--- src/logic/dram_term_defs.svh ---
// Purpose: Constants for the termination and power-down block.
// Assumes: Core clock of 25 MHz (40 ns period).
// Notes: Offsets, field positions, reset values and timing counts.
`ifndef DRAM_TERM_DEFS_SVH
`define DRAM_TERM_DEFS_SVH
`define CORE_CLK_PERIOD_NS 40
`define TERM_MODE_REG_ADDR 8'h0b
`define TERM_MODE_RESET 8'h00
`define STRENGTH_LSB 0
`define STRENGTH_MSB 1
`define PD_TERM_BIT 2
`define TERM_DISABLE_WINDOW_NS 120
`define TERM_ENABLE_WINDOW_NS 120
`define TERM_DISABLE_CYCLES ((`TERM_DISABLE_WINDOW_NS + `CORE_CLK_PERIOD_NS - 1) / `CORE_CLK_PERIOD_NS)
`define TERM_ENABLE_CYCLES ((`TERM_ENABLE_WINDOW_NS + `CORE_CLK_PERIOD_NS - 1) / `CORE_CLK_PERIOD_NS)
`define SETTLE_NOPS 2
`define EXIT_LATENCY_NS 80
`define EXIT_LATENCY_CYCLES ((`EXIT_LATENCY_NS + `CORE_CLK_PERIOD_NS - 1) / `CORE_CLK_PERIOD_NS)
`define READ_BUSY_CYCLES 8
`endif

--- src/logic/dram_term_pkg.sv ---
// Purpose: Types for the termination and power-down block.
// Assumes: Nothing beyond the header of constants.
// Notes: One-hot state codes are written out.
package dram_term_pkg;
  typedef enum logic [4:0] {
    ST_ACTIVE = 5'h01,
    ST_POWERDOWN = 5'h02,
    ST_SELF_REFRESH = 5'h04,
    ST_DEEP_PD = 5'h08,
    ST_EXITING = 5'h10
  } power_state_e;
  typedef enum logic [2:0] {
    CMD_NONE = 3'h0,
    CMD_READ = 3'h1,
    CMD_MODE_READ = 3'h2,
    CMD_MODE_WRITE = 3'h3,
    CMD_SELF_REFRESH = 3'h4,
    CMD_DEEP_PD = 3'h5,
    CMD_OTHER = 3'h6
  } cmd_e;
endpackage

--- src/logic/input_sync.sv ---
// Purpose: Two-flop synchroniser for a bus of pin levels.
// Assumes: Inputs are asynchronous to core_clk_in.
// Notes: The first stage feeds only the second stage.
`timescale 1ns/1ps
module input_sync #(
  parameter int WIDTH = 4
) (
  input wire logic core_clk_in, // Core clock.
  input wire logic reset_in, // Synchronous reset, active high.
  input wire logic [WIDTH-1:0] async_in, // Raw pin levels.
  output logic [WIDTH-1:0] sync_out // Synchronised levels.
);
  logic [WIDTH-1:0] stage1;

  // Both stages clear on reset and then follow the pins.
  always_ff @(posedge core_clk_in) begin
    if (reset_in) begin
      stage1 <= '0;
      sync_out <= '0;
    end else begin
      stage1 <= async_in;
      sync_out <= stage1;
    end
  end
endmodule

--- src/logic/window_timer.sv ---
// Purpose: Down counter that measures a window of cycles.
// Assumes: Load and enable are on the core clock.
// Notes: Done is high while the count stands at zero and no load is requested.
`timescale 1ns/1ps
module window_timer #(
  parameter int WIDTH = 4
) (
  input wire logic core_clk_in, // Core clock.
  input wire logic reset_in, // Synchronous reset, active high.
  input wire logic clk_en_in, // Clock enable.
  input wire logic load_in, // Start a new window.
  input wire logic [WIDTH-1:0] count_in, // Window length in cycles.
  output logic done_out // Window expired.
);
  logic [WIDTH-1:0] count;

  // Load takes priority; otherwise count down to zero.
  always_ff @(posedge core_clk_in) begin
    if (reset_in) begin
      count <= '0;
    end else if (clk_en_in) begin
      if (load_in) begin
        count <= count_in;
      end else if (count != '0) begin
        count <= count - 1'b1;
      end
    end
  end

  assign done_out = (count == '0) && !load_in;
endmodule

--- src/logic/dram_term_ctrl.sv ---
// Purpose: Termination control and clock-gate power-down of a memory device.
// Assumes: Command decode is done upstream; gate and select pins arrive raw.
// Notes: Termination pin path is combinational; register and state gates are registered.
`timescale 1ns/1ps
`include "dram_term_defs.svh"

module dram_term_ctrl #(
  parameter int READ_BUSY = `READ_BUSY_CYCLES
) (
  input wire logic core_clk_in, // Core clock, 25 MHz.
  input wire logic reset_in, // Synchronous reset, active high.
  input wire logic clk_en_in, // Freezes all state except the pin synchroniser while low.
  input wire logic link_clk_in, // Command clock from the controller.
  input wire logic gate_in, // Clock-enable pin from the controller.
  input wire logic chip_select_n_in, // Chip-select pin, active low.
  input wire logic die_termination_enable_in, // Asynchronous termination pin.
  input wire logic [2:0] cmd_in, // Decoded command, one cycle pulse.
  input wire logic [7:0] mode_addr_in, // Mode register address.
  input wire logic [7:0] mode_wdata_in, // Mode register write data.
  input wire logic read_done_in, // Read burst finished.
  input wire logic ca_training_in, // Command-address training active.
  input wire logic write_level_in, // Write leveling active.
  input wire logic sr_exit_in, // Self-refresh exit registered.
  output logic [7:0] mode_rdata_out, // Mode register read data.
  output logic [1:0] termination_resistance_out, // Selected resistance code.
  output logic dq_term_gate_out, // Data-line termination permitted.
  output logic dqs_term_gate_out, // Strobe-pair termination permitted.
  output logic dq_term_out, // Data-line termination switch.
  output logic dqs_term_out, // Strobe-pair termination switch.
  output logic receivers_on_out, // Input receivers active.
  output logic refresh_allowed_out, // Internal refresh permitted.
  output logic cmd_ready_out, // Valid command accepted.
  output logic [4:0] power_state_out // Current power state.
);
  logic [7:0] termination_mode_reg; // Termination mode register.
  dram_term_pkg::power_state_e state; // Current power state.
  logic [2:0] sync_pins; // Synchronised link clock, gate and select.
  logic link_clk_s; // Link clock in the core domain.
  logic gate_s; // Gate pin in the core domain.
  logic cs_n_s; // Select pin in the core domain, active low.
  logic link_clk_d; // Link clock one core cycle later.
  logic link_rise; // Rising link edge seen this cycle.
  logic reading; // A read or mode read is in progress.
  logic [1:0] settle_cnt; // Link edges counted since the gate fell.
  logic disable_load; // Starts the termination disable window.
  logic enable_load; // Starts the termination enable window.
  logic disable_done; // Disable window has run out.
  logic enable_done; // Enable window has run out.
  logic exit_load; // Starts the exit latency.
  logic exit_done; // Exit latency has run out.
  logic term_allowed; // Termination permitted this cycle.
  logic gated_enable; // Termination pin as seen by the switches.
  logic pd_keep; // Termination keeps running in power-down.
  logic [1:0] strength; // Termination strength field.

  // Refuse a read-busy count that the masking logic could not serve.
  if (READ_BUSY < 1) begin : g_read_busy_check
    $error("READ_BUSY must be at least one");
  end

  // Power-down entry: gate registered low with select high at a link edge.
  function automatic logic pd_entry_seen(input logic rise, input logic gate, input logic cs_n);
    pd_entry_seen = rise && !gate && cs_n;
  endfunction

  // Power-down exit: gate registered high with select high at a link edge.
  function automatic logic pd_exit_seen(input logic rise, input logic gate, input logic cs_n);
    pd_exit_seen = rise && gate && cs_n;
  endfunction

  // Reads and mode reads both mask the termination pin.
  function automatic logic is_read(input logic [2:0] cmd);
    is_read = (cmd == dram_term_pkg::CMD_READ) || (cmd == dram_term_pkg::CMD_MODE_READ);
  endfunction

  // Bring the link clock and command pins into the core domain.
  // Gate and select pass the same two flops as the link clock, so they keep their
  // relation to the link edge that registers them.
  input_sync #(.WIDTH(3)) u_sync (
    .core_clk_in(core_clk_in),
    .reset_in(reset_in),
    .async_in({link_clk_in, gate_in, chip_select_n_in}),
    .sync_out(sync_pins)
  );
  assign {link_clk_s, gate_s, cs_n_s} = sync_pins;

  // Registered events happen at rising edges of the link clock.
  // The delayed copy resets low like the synchronised clock, so no false edge follows reset.
  always_ff @(posedge core_clk_in) begin
    if (reset_in) begin
      link_clk_d <= 1'b0;
    end else if (clk_en_in) begin
      link_clk_d <= link_clk_s;
    end
  end
  assign link_rise = link_clk_s && !link_clk_d;

  // Mode register write and read-back of the termination register.
  // Writes are taken only in the active state; other addresses read back as zero.
  always_ff @(posedge core_clk_in) begin
    if (reset_in) begin
      termination_mode_reg <= `TERM_MODE_RESET;
      mode_rdata_out <= 8'h00;
    end else if (clk_en_in && state == dram_term_pkg::ST_ACTIVE) begin
      if (cmd_in == dram_term_pkg::CMD_MODE_WRITE && mode_addr_in == `TERM_MODE_REG_ADDR) begin
        termination_mode_reg <= mode_wdata_in;
      end
      if (cmd_in == dram_term_pkg::CMD_MODE_READ) begin
        mode_rdata_out <= (mode_addr_in == `TERM_MODE_REG_ADDR) ? termination_mode_reg : 8'h00;
      end
    end
  end

  // A zero strength field switches termination off entirely.
  assign strength = termination_mode_reg[`STRENGTH_MSB:`STRENGTH_LSB];

  // Read activity masks the pin until the burst is done.
  // A new read in the same cycle as read_done wins, so the mask is never dropped early.
  always_ff @(posedge core_clk_in) begin
    if (reset_in) begin
      reading <= 1'b0;
    end else if (clk_en_in) begin
      if (is_read(cmd_in)) begin
        reading <= 1'b1;
      end else if (read_done_in) begin
        reading <= 1'b0;
      end
    end
  end

  // Power state machine driven by gate and select at link edges.
  // Deep power-down is left only through reset, since leaving it needs a full
  // re-initialisation that lies outside this block.
  always_ff @(posedge core_clk_in) begin
    if (reset_in) begin
      state <= dram_term_pkg::ST_ACTIVE;
    end else if (clk_en_in) begin
      case (state)
        dram_term_pkg::ST_ACTIVE: begin
          if (cmd_in == dram_term_pkg::CMD_SELF_REFRESH) begin
            state <= dram_term_pkg::ST_SELF_REFRESH;
          end else if (cmd_in == dram_term_pkg::CMD_DEEP_PD) begin
            state <= dram_term_pkg::ST_DEEP_PD;
          end else if (pd_entry_seen(link_rise, gate_s, cs_n_s)) begin
            state <= dram_term_pkg::ST_POWERDOWN;
          end
        end
        dram_term_pkg::ST_POWERDOWN: begin
          if (pd_exit_seen(link_rise, gate_s, cs_n_s)) begin
            state <= dram_term_pkg::ST_EXITING;
          end
        end
        dram_term_pkg::ST_SELF_REFRESH: begin
          if (sr_exit_in) begin
            state <= dram_term_pkg::ST_EXITING;
          end
        end
        dram_term_pkg::ST_DEEP_PD: begin
          state <= dram_term_pkg::ST_DEEP_PD;
        end
        dram_term_pkg::ST_EXITING: begin
          if (exit_done) begin
            state <= dram_term_pkg::ST_ACTIVE;
          end
        end
        default: begin
          state <= dram_term_pkg::ST_ACTIVE;
        end
      endcase
    end
  end

  // Exit latency starts on a registered power-down or self-refresh exit.
  assign exit_load = clk_en_in && state != dram_term_pkg::ST_EXITING &&
    ((state == dram_term_pkg::ST_POWERDOWN && pd_exit_seen(link_rise, gate_s, cs_n_s)) ||
     (state == dram_term_pkg::ST_SELF_REFRESH && sr_exit_in));

  // Exit latency before commands are accepted again.
  // The state machine waits in the exiting state until this count runs out.
  window_timer #(.WIDTH(4)) u_exit (
    .core_clk_in(core_clk_in),
    .reset_in(reset_in),
    .clk_en_in(clk_en_in),
    .load_in(exit_load),
    .count_in(4'(`EXIT_LATENCY_CYCLES)),
    .done_out(exit_done)
  );

  // Settle period: receivers switch off after two link cycles of gate low.
  // Keeping them on meanwhile lets the two no-operations still be seen.
  always_ff @(posedge core_clk_in) begin
    if (reset_in) begin
      settle_cnt <= 2'h0;
      receivers_on_out <= 1'b1;
    end else if (clk_en_in) begin
      if (state == dram_term_pkg::ST_ACTIVE || state == dram_term_pkg::ST_EXITING) begin
        settle_cnt <= 2'h0;
        receivers_on_out <= 1'b1;
      end else if (link_rise && settle_cnt != 2'(`SETTLE_NOPS)) begin
        settle_cnt <= settle_cnt + 2'h1;
      end else if (settle_cnt == 2'(`SETTLE_NOPS)) begin
        receivers_on_out <= 1'b0;
      end
    end
  end

  // Disable and enable windows for the termination gate.
  // Every entry into a low-power state starts the disable window once.
  assign disable_load = clk_en_in && state == dram_term_pkg::ST_ACTIVE &&
    (cmd_in == dram_term_pkg::CMD_SELF_REFRESH || cmd_in == dram_term_pkg::CMD_DEEP_PD ||
     pd_entry_seen(link_rise, gate_s, cs_n_s));
  assign enable_load = exit_load;

  // Disable window: counts from entry to the point where the gates drop.
  window_timer #(.WIDTH(4)) u_dis (
    .core_clk_in(core_clk_in),
    .reset_in(reset_in),
    .clk_en_in(clk_en_in),
    .load_in(disable_load),
    .count_in(4'(`TERM_DISABLE_CYCLES)),
    .done_out(disable_done)
  );

  // Enable window: counts from exit to the point where the pin regains control.
  window_timer #(.WIDTH(4)) u_en (
    .core_clk_in(core_clk_in),
    .reset_in(reset_in),
    .clk_en_in(clk_en_in),
    .load_in(enable_load),
    .count_in(4'(`TERM_ENABLE_CYCLES)),
    .done_out(enable_done)
  );

  // The power-down bit only matters while the strength field is nonzero.
  assign pd_keep = termination_mode_reg[`PD_TERM_BIT];

  // Termination permission from register and power state.
  // Training overrides every state, so it is applied last.
  always_comb begin
    term_allowed = (strength != 2'b00);
    case (state)
      dram_term_pkg::ST_ACTIVE: term_allowed = term_allowed && !reading;
      dram_term_pkg::ST_POWERDOWN: term_allowed = term_allowed && (pd_keep || !disable_done);
      dram_term_pkg::ST_SELF_REFRESH: term_allowed = term_allowed && !disable_done;
      dram_term_pkg::ST_DEEP_PD: term_allowed = term_allowed && !disable_done;
      dram_term_pkg::ST_EXITING: term_allowed = term_allowed && enable_done && !reading;
      default: term_allowed = 1'b0;
    endcase
    if (ca_training_in) begin
      term_allowed = 1'b0;
    end
  end

  // Registered gates; the pin itself acts without a clock sample.
  // Write leveling keeps data-line termination off while the strobes follow the pin.
  always_ff @(posedge core_clk_in) begin
    if (reset_in) begin
      dq_term_gate_out <= 1'b0;
      dqs_term_gate_out <= 1'b0;
      termination_resistance_out <= 2'b00;
    end else if (clk_en_in) begin
      dq_term_gate_out <= term_allowed && !write_level_in;
      dqs_term_gate_out <= term_allowed;
      termination_resistance_out <= strength;
    end
  end

  // Switch outputs: pin asynchronously ANDed with the registered gates.
  // These two outputs skip a flop on purpose: the pin must reach the switches
  // without a clock sample, so only the permissions are registered.
  assign gated_enable = die_termination_enable_in;
  assign dq_term_out = gated_enable && dq_term_gate_out;
  assign dqs_term_out = gated_enable && dqs_term_gate_out;

  // Status: refresh and command readiness follow the power state.
  // Self-refresh keeps its own refresh running; only clock-gate power-down bars it.
  always_ff @(posedge core_clk_in) begin
    if (reset_in) begin
      refresh_allowed_out <= 1'b1;
      cmd_ready_out <= 1'b1;
      power_state_out <= 5'h01;
    end else if (clk_en_in) begin
      refresh_allowed_out <= (state != dram_term_pkg::ST_POWERDOWN);
      cmd_ready_out <= (state == dram_term_pkg::ST_ACTIVE);
      power_state_out <= state;
    end
  end
endmodule

--- config.mk ---
export PLATFORM = sky130hd
export DESIGN_NAME = dram_term_ctrl
export DESIGN_NICKNAME = d
export VERILOG_FILES = /design/src/logic/dram_term_pkg.sv /design/src/logic/input_sync.sv /design/src/logic/window_timer.sv /design/src/logic/dram_term_ctrl.sv
export VERILOG_INCLUDE_DIRS = /design/src /design/src/logic
export SDC_FILE = /design/constraint.sdc
export NUM_CORES = 1
export LEC_CHECK = 0
export BUFFER_PORTS_ARGS = -buffer_cell sky130_fd_sc_hd__buf_2
export CAP_MARGIN = 15
export CORE_MARGIN = 5
export CORE_UTILIZATION = 45
export CTS_CLUSTER_SIZE = 8
export DETAILED_ROUTE_END_ITERATION = 7
export GPL_TIMING_DRIVEN = 0
export PLACE_DENSITY_LB_ADDON = 0.12
export SETUP_SLACK_MARGIN = 0.4
export SLEW_MARGIN = 20
export SYNTH_ARGS = -nofsm -noshare
export SYNTH_HDL_FRONTEND = slang
export SYNTH_HIERARCHICAL = 1
export SYNTH_SLANG_ARGS = --single-unit
--- constraint.sdc ---
create_clock -name core_clk_in -period 3 [get_ports core_clk_in]
set_clock_uncertainty 0.2 [all_clocks]
set_input_delay 0.6 -clock core_clk_in [delete_from_list [all_inputs] [get_ports core_clk_in]]
set_output_delay 0.6 -clock core_clk_in [all_outputs]
set_load 0.05 [all_outputs]
==> flow_metrics.py <==
metrics = {
    "run_status": {
        "status": "finished, final reports clean",
    },
    "die": {
        "fp.dieW_um": 89.8,
        "rows": 29,
        "chipHeight_um": 89.8,
        "initial_core_util_pct": 45.7,
        "coreArea_mm2": 0.00628,
        "io_pins": 52,
        "dieArea_mm2": 0.00807,
    },
    "global_routing": {
        "use_met2_pct": 26.9,
        "grt_pass1_wl_um": 11900,
        "antenna_found_initial": 0,
        "grt.busiest_layer": "met2",
        "use_met1_pct": 23.7,
        "grt_max_degree": 27,
        "grt.met3_usage_pct": 3.51,
        "grt_pass1_vias": 2446,
        "grt.total_usage_pct": 17.4,
        "grt_overflow_total": 0,
    },
    "worst_setup_path": {
        "startpoint_type": "flip-flop",
        "worstPathMaxFanout": 3,
        "cpPeakStageDelay_ns": 0.51,
        "worstSetupPathType": "flip-flop to flip-flop",
        "critPathSlowestCell": "or4b_4",
        "crit_required_ns": 3.02,
        "crit_chain": "buf_6, or3b_4, nor3_4, o2bb2a_4, a311oi_4, buf_6, or4b_4, buf_8, inv_2, nand4b_1, or4b_4, a221oi_2",
        "worst_setup_path_end_kind": "flip-flop",
        "worst_ep_arrival_time_ns": 2.94,
    },
    "cts": {
        "cts-root-buf": "clkbuf_8",
        "cts_sinks": 55,
        "post_cts_hold_buffer_count": 0,
        "cts_max_level": 2,
        "clkLatencyLatePin_ns": 0.31,
        "cts_tree": "built",
        "cts_buffers": 5,
        "clkTransAtPathRegs_ns": 0.10,
        "clock_path_buffers": 2,
    },
    "drt": {
        "avgRoutedWirePerCell_um": 14.8,
        "via_per_inst": 5.48,
        "dr.pass1.iters": 5,
        "totalWireLength_um": 7340,
        "via_count": 2720,
        "ant_nets": 0,
        "drt_iter0_markers": 103,
        "post-route-drc-count": 0,
    },
    "cells_and_area": {
        "layout_common_cells": "buf_2, dfxtp_1, a21oi_1, nand3_1, o21ai_0",
        "area_growth_pct": 26.5,
        "fin_nets": 455,
        "final_cell_area_mm2": 0.00363,
        "drive_gt1_share_pct": 29.1,
        "fin_util_pct": 57.8,
        "fin_cells": 496,
        "layout_commonest_cell": "buf_2",
        "num_antenna_cells": 0,
    },
    "power": {
        "power_density_mw_per_mm2": 690,
        "ir_drop_mv": 0.426,
        "leakage_uw": 0.00146,
    },
    "synth": {
        "avgSynthCellArea_um2": 8.59,
        "async_reset_ff_share_pct": 0,
        "ys_seq_area_share_pct": 38.4,
        "synth-edff-count": 0,
        "syn_inst": 334,
        "yosysWarningCount": 6,
        "synthesis.area_mm2": 0.00287,
        "ys_ff_latch": 55,
        "synth_cell_types": 62,
        "synth_ff_type": "dfxtp_1",
    },
    "sta": {
        "drv_slew": 0,
        "tns_ns": 0,
        "finalCriticalPeriod_ns": 2.92,
        "post-route-period-util_pct": 97.4,
        "maxSlewHeadroom_pct": 38.7,
        "worst_pin_slew_ns": 0.912,
        "finalHoldViolations": 0,
        "max_freq_mhz": 342,
        "holdWs_ns": 0.248,
        "rsz0062_at_grt": "yes",
        "setup_violations": 0,
    },
    "run": {
        "max_cap_violations": 0,
    },
    "placed_design": {
        "place_area_mm2": 0.00329,
        "port_buffers": 50,
        "dp.final_hpwl_um": 5030,
        "gp_congestion": 0.857,
        "dp.cells": 471,
    },
    "worst_hold_path": {
        "hold_path.class": "flip-flop to flip-flop",
    },
}
[where the power goes]
group	internal (uW)	switching, uW
Clock	211	243
Combinational	588	548
Sequential	826	89.0
[routing by layer]
metal,vias up,wire (um)
li1,1365,-
met1,1276,3490
met2,65,3370
met3,14,288
met4,0,193
met5,-,0
[Yosys cell counts, types with 3 or more instances]
cell type	instances	area share (%)
a31oi_1	4	0.87
ha_1	7	3.1
o211ai_1	3	0.79
and2_2	3	0.79
a21oi_1	29	5.1
nor2_1	18	2.4
a311oi_1	5	1.5
clkbuf_1	11	1.4
or4b_1	3	1.0
nand2b_1	7	1.5
clkbuf_2	3	0.52
a211oi_1	3	0.79
nand2_1	14	1.8
nor4_1	4	0.87
o32ai_1	3	0.92
buf_1	3	0.39
buf_6	5	2.0
dfxtp_1	55	38
a21o_1	4	1.0
o21ai_0	23	4.0
and2_1	4	0.87
nand3_1	24	4.2
inv_1	14	1.8
mux2i_1	13	4.5
o21a_1	3	0.79
nor3b_1	3	0.79
nor2b_1	7	1.5
nand4b_1	4	1.2
nor3_1	11	1.9
[final cells by class]
cell class	instances	area, um2
Fill cell	599	2650
Multi-Input combinational cell	250	1710
Sequential cell	55	1110
Timing Repair Buffer	67	389
Buffer	25	171
Clock buffer	7	96.3
Tap cell	77	96.3
Inverter	14	55.1
Clock inverter	1	7.51
[critical path, delay by kind of cell (launching register included)]
family                 cells  cell delay [ns]
buffers and inverters      4             0.41
and+or+nand+nor            5             1.39
AOI/OAI and AO/OA          3             0.49
DFF                        1             0.34
[kinds of logic (layout without fill, tap and decap cells)]
kind of cell             count (synthesis)  count (layout)  synth area share [%]
AND/OR/NAND/NOR                        125             125                  26.1
buffers and inverters                   39             114                  6.76
AO/OA/AOI/OAI                           89              89                  19.6
other                                    2              12                 0.262
multiplexers                            13              13                  4.54
flip-flops                              55              55                  38.4
XOR/XNOR                                 4               4                  1.22
adder cells (fa/ha/maj)                  7               7                  3.05
[through the flow]
step	power, uW	worst slack [ns]
floorplan	1610	0.153
global placement	1780	-0.297
detailed placement	1800	-0.296
CTS	2350	0.0129
global route	2680	0.0145
finish	2500	0.0772
[repair_timing]
item / CTS / global route
gates cloned: 0 / 0
resized for setup: 13 / 18
setup buffers: 10 / 7
pin swaps: 2 / 7
setup endpoints to repair: 15 / 12
[final timing paths]
kind	startpoint	endpoint	slack (ns)	depth (start not counted)
worst max register to register	state[2]	state[4]	0.08	12
worst max-delay path	state[2]	state[4]	0.08	12
worst min register to register	u_sync/stage1[1]	u_sync/sync_out[1]	0.25	1
worst min-delay path	u_sync/stage1[1]	u_sync/sync_out[1]	0.25	1
Power figures use the tool's default switching activity.
